## src/shared/plsz_pkg.sv

```systemverilog
// Constants and types shared by the pixel link serializer.
`default_nettype none
package plsz_pkg;
  // ****************************************************************
  // Link shape
  // ****************************************************************
  localparam int unsigned NUM_LINES      = 21;
  localparam int unsigned NUM_CHANNELS   = 3;
  localparam int unsigned SLOTS          = 7;
  localparam int unsigned CLK_HIGH_SLOTS = 4;
  localparam int unsigned LAST_SLOT      = SLOTS - 1;
  // ****************************************************************
  // Timing
  // ****************************************************************
  localparam int unsigned SYS_CLK_HZ      = 50_000_000;
  localparam int unsigned PLL_LOCK_MS     = 10;
  localparam int unsigned PLL_LOCK_CYCLES =
    PLL_LOCK_MS * (SYS_CLK_HZ / 1000);
  localparam int unsigned PD_DELAY_NS     = 100;
  localparam int unsigned PD_DELAY_CYCLES =
    (PD_DELAY_NS * (SYS_CLK_HZ / 1_000_000)) / 1000;
  localparam int unsigned REF_PIXEL_MHZ   = 65;
  localparam int unsigned REF_SLOT_PS     = 2200;
  localparam int unsigned SLOT_DIV        = 1;
  localparam int unsigned IDLE_CYCLES     = 64;
  localparam int unsigned SYNC_RESET      = 0;
  // ****************************************************************
  // Link states
  // ****************************************************************
  typedef enum logic [1:0] {
    PLSZ_DOWN,
    PLSZ_WAIT,
    PLSZ_LOCKED
  } plsz_link_e;
endpackage
`default_nettype wire

```

## src/hdl/plsz_serializer.sv

```systemverilog
// Seven-to-one pixel link serializer with forwarded clock and power-down.
// Notes on behaviour
// - Sample all 21 inputs on pixel clock fall.
// - Three serial data channels share the word.
// - Seven bit slots per pixel clock cycle.
// - Slots spaced evenly, one seventh apart; here each slot is SLOT_DIV system clocks, whatever the pixel clock period.
// - Forward link clock on its own pair.
// - Lock within 10 ms of valid pixel clock.
// - Power-down low tristates all serial outputs.
// - Outputs tristate within 100 ns of power-down.
`default_nettype none
module plsz_serializer #(
  parameter int unsigned LOCK_CYCLES = plsz_pkg::PLL_LOCK_CYCLES,
  parameter int unsigned SLOT_DIV    = plsz_pkg::SLOT_DIV,
  parameter int unsigned IDLE_CYCLES = plsz_pkg::IDLE_CYCLES
) (
  // Clock and reset
  input  wire logic        clk_sys_i,
  input  wire logic        rst_n_i,
  // Parallel pixel side
  input  wire logic [20:0] pixel_parallel_in_i,
  input  wire logic        pixel_clock_in_i,
  input  wire logic        power_down_n_i,
  // Serial data pairs
  output logic      [2:0]  serial_data_pair_p_o,
  output logic      [2:0]  serial_data_pair_n_o,
  // Forwarded link clock pair
  output logic             forwarded_link_clock_p_o,
  output logic             forwarded_link_clock_n_o,
  // Output enable for all pairs
  output logic             serial_oe_o,
  // Status
  output logic             pll_locked_o
);
  localparam int unsigned NL = plsz_pkg::NUM_LINES;
  localparam int unsigned NC = plsz_pkg::NUM_CHANNELS;
  localparam int unsigned NS = plsz_pkg::SLOTS;
  localparam int unsigned LW = $clog2(LOCK_CYCLES + 1);
  localparam int unsigned IW = $clog2(IDLE_CYCLES + 1);
  localparam int unsigned DW = $clog2(SLOT_DIV + 1);

  // ****************************************************************
  // State
  // ****************************************************************
  typedef struct packed {
    plsz_pkg::plsz_link_e link;
    logic                 clk_prev;
    logic [LW-1:0]        lock_cnt;
    logic [IW-1:0]        idle_cnt;
    logic                 running;
    logic [2:0]           slot;
    logic [DW-1:0]        div_cnt;
    logic [NL-1:0]        shift;
    logic [NC-1:0]        data_p;
    logic [NC-1:0]        data_n;
    logic                 clk_p;
    logic                 clk_n;
    logic                 oe;
    logic                 locked;
  } plsz_state_s;

  localparam plsz_state_s ST_RESET = '0;

  plsz_state_s   st;
  plsz_state_s   next_st;
  logic [NL+1:0] pins_s;
  logic [NL-1:0] pix_word;
  logic          pix_clk_s;
  logic          pd_n_s;
  logic          fall;
  logic          slot_tick;
  logic          clk_active;

  // ****************************************************************
  // Pin synchronisers
  // ****************************************************************
  // Data and clock share one chain so the word seen at the detected
  // falling edge is the one the controller set up before it.
  plsz_sync #(
    .WIDTH (NL + 2)
  ) u_sync (
    .clk_sys_i (clk_sys_i),
    .rst_n_i   (rst_n_i),
    .async_i   ({power_down_n_i, pixel_clock_in_i, pixel_parallel_in_i}),
    .sync_o    (pins_s)
  );

  assign pix_word  = pins_s[NL-1:0];
  assign pix_clk_s = pins_s[NL];
  assign pd_n_s    = pins_s[NL+1];

  // ****************************************************************
  // Next state
  // ****************************************************************
  always_comb begin
    next_st    = st;
    fall       = st.clk_prev & ~pix_clk_s;
    slot_tick  = (st.div_cnt == DW'(SLOT_DIV - 1));
    clk_active = (st.idle_cnt != IW'(IDLE_CYCLES));
    next_st.clk_prev = pix_clk_s;

    // The pixel clock counts as present while falls keep arriving.
    if (fall) begin
      next_st.idle_cnt = '0;
    end else if (clk_active) begin
      next_st.idle_cnt = st.idle_cnt + IW'(1);
    end

    // Lock timer stands in for the multiplying PLL.
    case (st.link)
      plsz_pkg::PLSZ_DOWN: begin
        next_st.link     = plsz_pkg::PLSZ_WAIT;
        next_st.lock_cnt = '0;
      end
      plsz_pkg::PLSZ_WAIT: begin
        if (!clk_active) begin
          next_st.lock_cnt = '0;
        end else if (st.lock_cnt == LW'(LOCK_CYCLES - 1)) begin
          next_st.link   = plsz_pkg::PLSZ_LOCKED;
          next_st.locked = 1'b1;
        end else begin
          next_st.lock_cnt = st.lock_cnt + LW'(1);
        end
      end
      plsz_pkg::PLSZ_LOCKED: begin
        if (!clk_active) begin
          next_st.link     = plsz_pkg::PLSZ_WAIT;
          next_st.locked   = 1'b0;
          next_st.lock_cnt = '0;
          next_st.running  = 1'b0;
          next_st.data_p   = '0;
          next_st.clk_p    = 1'b0;
        end
      end
      default: begin
        next_st = ST_RESET;
      end
    endcase

    // Slot divider restarts on every fall so slot 0 lines up with it.
    if (fall || slot_tick) begin
      next_st.div_cnt = '0;
    end else begin
      next_st.div_cnt = st.div_cnt + DW'(1);
    end

    // Serializer: a new fall cuts short any word still in flight.
    if (st.link == plsz_pkg::PLSZ_LOCKED && clk_active && fall) begin
      next_st.shift   = pix_word;
      next_st.slot    = '0;
      next_st.running = 1'b1;
      next_st.clk_p   = 1'b1;
      for (int c = 0; c < NC; c++) begin
        next_st.data_p[c] = pix_word[c*NS];
      end
    end else if (st.running && slot_tick) begin
      if (st.slot == 3'(plsz_pkg::LAST_SLOT)) begin
        next_st.running = 1'b0;
      end else begin
        next_st.slot  = st.slot + 3'h1;
        next_st.clk_p = ((st.slot + 3'h1) <
                         3'(plsz_pkg::CLK_HIGH_SLOTS));
        for (int c = 0; c < NC; c++) begin
          next_st.shift[c*NS +: NS] =
            {1'b0, st.shift[c*NS+1 +: NS-1]};
          next_st.data_p[c] = st.shift[c*NS+1];
        end
      end
    end

    next_st.oe     = 1'b1;
    next_st.data_n = ~next_st.data_p;
    next_st.clk_n  = ~next_st.clk_p;

    // Power-down clears everything, negative legs too, so a released
    // pair never shows a driven level; the synchroniser plus this
    // register keep the path to tristate well under the allowed delay.
    if (!pd_n_s) begin
      next_st = ST_RESET;
    end
  end

  always_ff @(posedge clk_sys_i or negedge rst_n_i) begin
    if (!rst_n_i) begin
      st <= ST_RESET;
    end else begin
      st <= next_st;
    end
  end

  // ****************************************************************
  // Outputs
  // ****************************************************************
  assign serial_data_pair_p_o     = st.data_p;
  assign serial_data_pair_n_o     = st.data_n;
  assign forwarded_link_clock_p_o = st.clk_p;
  assign forwarded_link_clock_n_o = st.clk_n;
  assign serial_oe_o              = st.oe;
  assign pll_locked_o             = st.locked;
endmodule
`default_nettype wire

```

## src/hdl/plsz_sync.sv

```systemverilog
// Two-stage synchroniser for pins that arrive from outside the clock domain.
`default_nettype none
module plsz_sync #(
  parameter int unsigned WIDTH = 1
) (
  // Clock and reset
  input  wire logic             clk_sys_i,
  input  wire logic             rst_n_i,
  // Pins
  input  wire logic [WIDTH-1:0] async_i,
  // Synchronised levels
  output logic      [WIDTH-1:0] sync_o
);
  typedef struct packed {
    logic [WIDTH-1:0] stage1;
    logic [WIDTH-1:0] stage2;
  } plsz_sync_s;

  plsz_sync_s st;
  plsz_sync_s next_st;

  // The first stage feeds only the second stage.
  always_comb begin
    next_st.stage1 = async_i;
    next_st.stage2 = st.stage1;
  end

  always_ff @(posedge clk_sys_i or negedge rst_n_i) begin
    if (!rst_n_i) begin
      st <= {(2*WIDTH){plsz_pkg::SYNC_RESET[0]}};
    end else begin
      st <= next_st;
    end
  end

  assign sync_o = st.stage2;
endmodule
`default_nettype wire

```

## config.mk

```make
export PLATFORM = sky130hd
export DESIGN_NAME = plsz_serializer
export DESIGN_NICKNAME = d
export VERILOG_FILES = /design/src/shared/plsz_pkg.sv /design/src/hdl/plsz_serializer.sv /design/src/hdl/plsz_sync.sv
export SDC_FILE = /design/constraint.sdc
export NUM_CORES = 1
export LEC_CHECK = 0
export ABC_AREA = 1
export BUFFER_PORTS_ARGS = -buffer_cell sky130_fd_sc_hd__buf_2
export CORE_ASPECT_RATIO = 1.75
export CORE_MARGIN = 8
export CORE_UTILIZATION = 40
export CTS_BUF_LIST = sky130_fd_sc_hd__clkbuf_16
export CTS_CLUSTER_DIAMETER = 200
export DETAILED_ROUTE_END_ITERATION = 8
export SLEW_MARGIN = 5
export SYNTH_ARGS = -nofsm -noshare
export SYNTH_HDL_FRONTEND = slang
export SYNTH_SLANG_ARGS = --single-unit
```

## constraint.sdc

```tcl
create_clock -name clk_sys_i -period 3.4 [get_ports clk_sys_i]
set_clock_uncertainty 0.2 [all_clocks]
set_input_delay 0.34 -clock clk_sys_i [delete_from_list [all_inputs] [get_ports clk_sys_i]]
set_output_delay 0.34 -clock clk_sys_i [all_outputs]
set_load 0.02 [all_outputs]
```

# == After elaboration in Yosys (flattened, before gate mapping) ==
# Index checks and enable logic that the tools add are counted.
# word_totals
regBits,111
in_bits,25
output_inout_bits,10
wordCells,82
# op_classes
addsub,4
order_cmp,1
eq_ne,11
mux,35
bitwise,5
n_reduce_logical,10
# op_table
operator,n
$mux W24,3
$mux W65,1
$mux W19,3
$pmux W19 S2,1
$mux W25,1
$mux W7,3
$add A19 B1 Y19 const B,1
$eq A19 B19 Y1 const B,1
$mux W1,11
$ne A3 B3 Y1 const B,3
$mux W4,2
$ne A4 B4 Y1 const B,2
$add A7 B1 Y7 const B,1
$ne A7 B7 Y1 const B,1
$mux W2,3
$mux W3,2
$pmux W2 S3,1
$pmux W3 S2,1
$pmux W1 S2,2
$reduce_and A4 Y1,1
$add A3 B1 Y3 const B,1
$eq A3 B3 Y1 const B,1
$logic_and A1 B1 Y1,3
$lt A3 B3 Y1 const B,1
14 further kinds,16

# == Logic depth before layout (Yosys ltp) ==
# logic_depth
ltp_word,8
ltp_mapped,13
ltp_nobuf,12

# == Cells and area by module ==
# From an unflattened synthesis, not the netlist that was laid out.
# hier_totals
cells_unflattened,506
hier_area_um2,4619.4
# modules_own_cells
module,instances,cells_per_inst,area_each_um2,seq_area_each_um2
plsz_serializer,1,460,3468.3,1551.5
plsz_sync,1,46,1151.1,1151.1

# == Worst setup path before layout ==
# Ideal clock, no wire load.
# synth_timing
path_type,register to register
start,register st[36] (netlist bit)
end,register st[58] (netlist bit)
setup_ns,0.117
t_arrival_ns,1.430
required_time_ns,3.083
setup_slack_ns,1.654
path_stages_with_launch,12
path_buffers,1
synth_period_minus_slack_ns,1.746
cell_sequence,dfrtp_1 inv_1 ha_1 nand2_1 inv_1 nand3_2 nand3_1 nand2_4 inv_6 buf_8 nand3_2 nand2_1
# synth_between
elab_chain_cells,4
word_cells_on_any_way,7
cone_classes,eq/ne: 3; mux: 3; reduce/logical: 1
# synth_lines
item,line,source
from (decl),plsz_serializer.sv:64,plsz_state_s st;
from (signal assigned),plsz_serializer.sv:187,st <= next_st;
$ne A7 B7 Y1 (*),plsz_serializer.sv:99,clk_active = (st.idle_cnt != IW'(IDLE_CYCLES));
$mux W19,plsz_serializer.sv:116,if (!clk_active) begin
$pmux W19 S2,plsz_serializer.sv:110,case (st.link)
$mux W65,plsz_serializer.sv:178,if (!pd_n_s) begin
# Mark *: on every way between the ends. The rest lies on a longest branch, timed or not.
# A chain may end at the register's enable or synchronous reset.

==> results.tsv <==
metric	value	unit
run_status	finished clean	
pwr-share-clk	41.6	%
multi_input_area	1680	sq um
combPwrFrac	5.0	%
grt_antenna_before_repair	0	
synthAdderAreaFrac	1.33	%
place_congestion	0.891	
fmax	0.397	GHz
synthMuxAreaShare	0	%
wl_per_cell	14.4	um
hp-start	u_sync.next_st[10]	
cp_num_buf_inv	4	
yosys_warnings	0	
grt_max_degree	60	
rows	52	
finalCriticalPeriod	2.52	ns
synth_common_cells	111 x nand2_1, 108 x dfrtp_1, 47 x o21ai_0	
fin_tns_setup	0	ns
synth_top_area_share	57.4	%
cts_tree	yes	
drt_iter0_drc	125	
final_cells	703	
synth.largest_area_cell	dfrtp_1	
max_slew.worst_pin.slew	0.882	ns
drv_cap	0	
viasPerCell	5.10	
layout_setup_ws	0.880	ns
postRouteAntennaNets	0	
synth-async-reset-ratio	100	%
core-area	11500	sq um
slew_headroom	41.0	%
die_y	159	um
finalPower	2.51	mW
yosysSeqAreaShare	57.4	%
hp-class	reg -> reg	
synth_area_leaders	dfrtp_1 57%, nand2_1 8.9%, o21ai_0 5.0%, nand3_1 3.7%, nor2_1 3.5%	
clock_latency	0.35	ns
synth_cell_types	37	
post-place-ws	0.902	ns
vdd_drop_max	0.256	mV
nNetsFinal	593	
fp.dieW	98.0	um
cp-end-kind	flop	
cp-start-kind	flop	
antenna_cells	0	
placed_cells	663	
p_int	1.94	mW
p_per_area	455	nW/um^2
reg2reg_from	st[36]	
dr.pass1.iters	4	
routed-via-count	3586	
fill_cells	1085	
synth_most_common_cell	nand2_1	
seqCellArea	2700	sq um
synthCells	511	
die-area	15600	sq um
io_pins	35	
cp.arrival	2.60	ns
wirelength	10100	um
syn2layout_area_growth	17.2	%
clockBufferDepth	2	
rsz0062_at_grt	no	
synth_fp_nets	541	
initial_utilization	40.9	%
critPathTopFamily	simple AND/OR/NAND/NOR gates	
grt_util_all_layers	13.7	%
hold_viol	0	
crit_fanout	44	
synth_xor_area_share	1.68	%
netSwitchingFraction	22.5	%
synth_compound_area_share	11.3	%
slowest_stage	inv_2	
finalSetupViolCount	0	
cts_sinks	108	
synth_top_family_by_area	simple AND/OR/NAND/NOR gates	
cts-buffers-inserted	9	
dp.final_hpwl	7160	um
synth_edf_count	0	
crit_start	st[36]	
seqPwrFrac	53.3	%
synth_ff_type	dfrtp_1	
required	3.48	ns
synth-seq-cells	108	
period_share	74.1	%
holdWs	0.146	ns
power_leakage	2.63	nW
drv_slew	0	
critPathKind	reg -> reg	
grt_pass1_vias	3670	
synth_simple_gate_area_share	21.3	%
clkSlewWorstSetupHoldPaths	0.07	ns
slowest_delay	0.45	ns
grt-ovfl-total	0	
cts_htree_levels	3	
syn_avg_cell_area	9.21	sq um
crit_chain	inv_1 -> ha_1 -> nand2_1 -> inv_1 -> nand3_2 -> nand2_1 -> nor2_2 -> inv_2 -> o21ai_0 -> inv_1 -> nand2_1 -> nor2_1	
drive_gt1_share	15.8	%
portBuffers	34	
grt_pass1_wl	17000	um
drc	0	
power.switching	0.564	mW
cts_root_buf	clkbuf_16	
synthesis.area	4700	sq um
per-layer routing:
metal  part of all wire [%]  global-route usage, %  wire length, um  vias up
li1                       -                      -                -     1756
met1                     39                   13.5             3910     1739
met2                     55                   24.9             5560       65
met3                    3.2                   3.85              324       26
met4                    3.5                   7.78              354        0
met5                      0                      0                0        -
kinds of logic after synthesis:
family / Yosys count
other: 1
AO/OA/AOI/OAI: 95
AND/OR/NAND/NOR: 219
XOR/XNOR: 9
adder cells (fa/ha/maj): 5
flip-flops: 108
buffers and inverters: 74
placed cells by master, fill, tap and decap left out, types with 2 or more instances in the layout:
cell type      count
dlygate4sd3_1     24
buf_4              5
or2_1              3
nand4_1            6
xor2_1             8
nand3_2            4
nor2_1            44
o21ai_1            3
nor2_4             3
buf_2             33
clkbuf_16          9
clkinv_4           3
inv_1             38
o21ai_0           47
o21ai_2            7
dfrtp_1          108
inv_6              2
inv_2             12
nand3_1           35
clkinv_2           3
a21oi_1           28
ha_1               5
a211oi_1           2
nand3_4            2
nor3_1             6
nand2_1          111
o21bai_1           2
o211ai_1           4
power groups by stage:
| stage | Sequential (mW) | Combinational [mW] | Clock, mW |
|---|---|---|---|
| finish | 1.34 | 0.126 | 1.04 |
| global route | 1.34 | 0.145 | 1.12 |
| CTS | 1.34 | 0.130 | 1.07 |
| detailed placement | 1.36 | 0.108 | 0 |
| global placement | 1.36 | 0.105 | 0 |
| floorplan | 1.36 | 0.0468 | 0 |
cell type report:
cell class	instances	share of cell area (%)
Timing Repair Buffer	63	8.40
Clock buffer	9	4.09
Multi-Input combinational cell	329	30.4
Tap cell	135	3.06
Sequential cell	108	49.0
Inverter	52	3.65
Clock inverter	7	1.36
registers in the layout, indices dropped and copies added, names as in the netlist:
register / count
u_sync.next_st: 23
st: 52
forwarded_link_clock_p_o: 1
pll_locked_o: 1
serial_data_pair_p_o: 3
serial_oe_o: 1
u_sync.sync_o: 23
forwarded_link_clock_n_o: 1
serial_data_pair_n_o: 3
repair_timing:
action | CTS | global route
gates resized for setup | 0 | 0
setup buffers | 0 | 0
endpoints found under the hold margin | 80 | 0
hold buffers | 24 | 0
worst paths after layout:
path / cells after the start / slack (ns) / end
setup / recovery: 12 / 0.88 / forwarded_link_clock_n_o
hold / removal: 0 / 0.15 / u_sync.sync_o[10]
setup reg to reg: 12 / 0.88 / forwarded_link_clock_n_o
hold reg to reg: 0 / 0.15 / u_sync.sync_o[10]
max in group asynchronous: 3 / 1.90 / u_sync.sync_o[18]
min in group asynchronous: 2 / 0.41 / st[59]
per-stage QoR:
step / util, % / area, sq um
after global placement: 43.2 / 4970
after global routing: 47.9 / 5510
after CTS: 47.9 / 5510
after detailed placement: 43.2 / 4970
final: 47.9 / 5510
after floorplan: - / 4700
Note: power is estimated with default switching activity, not from simulation.
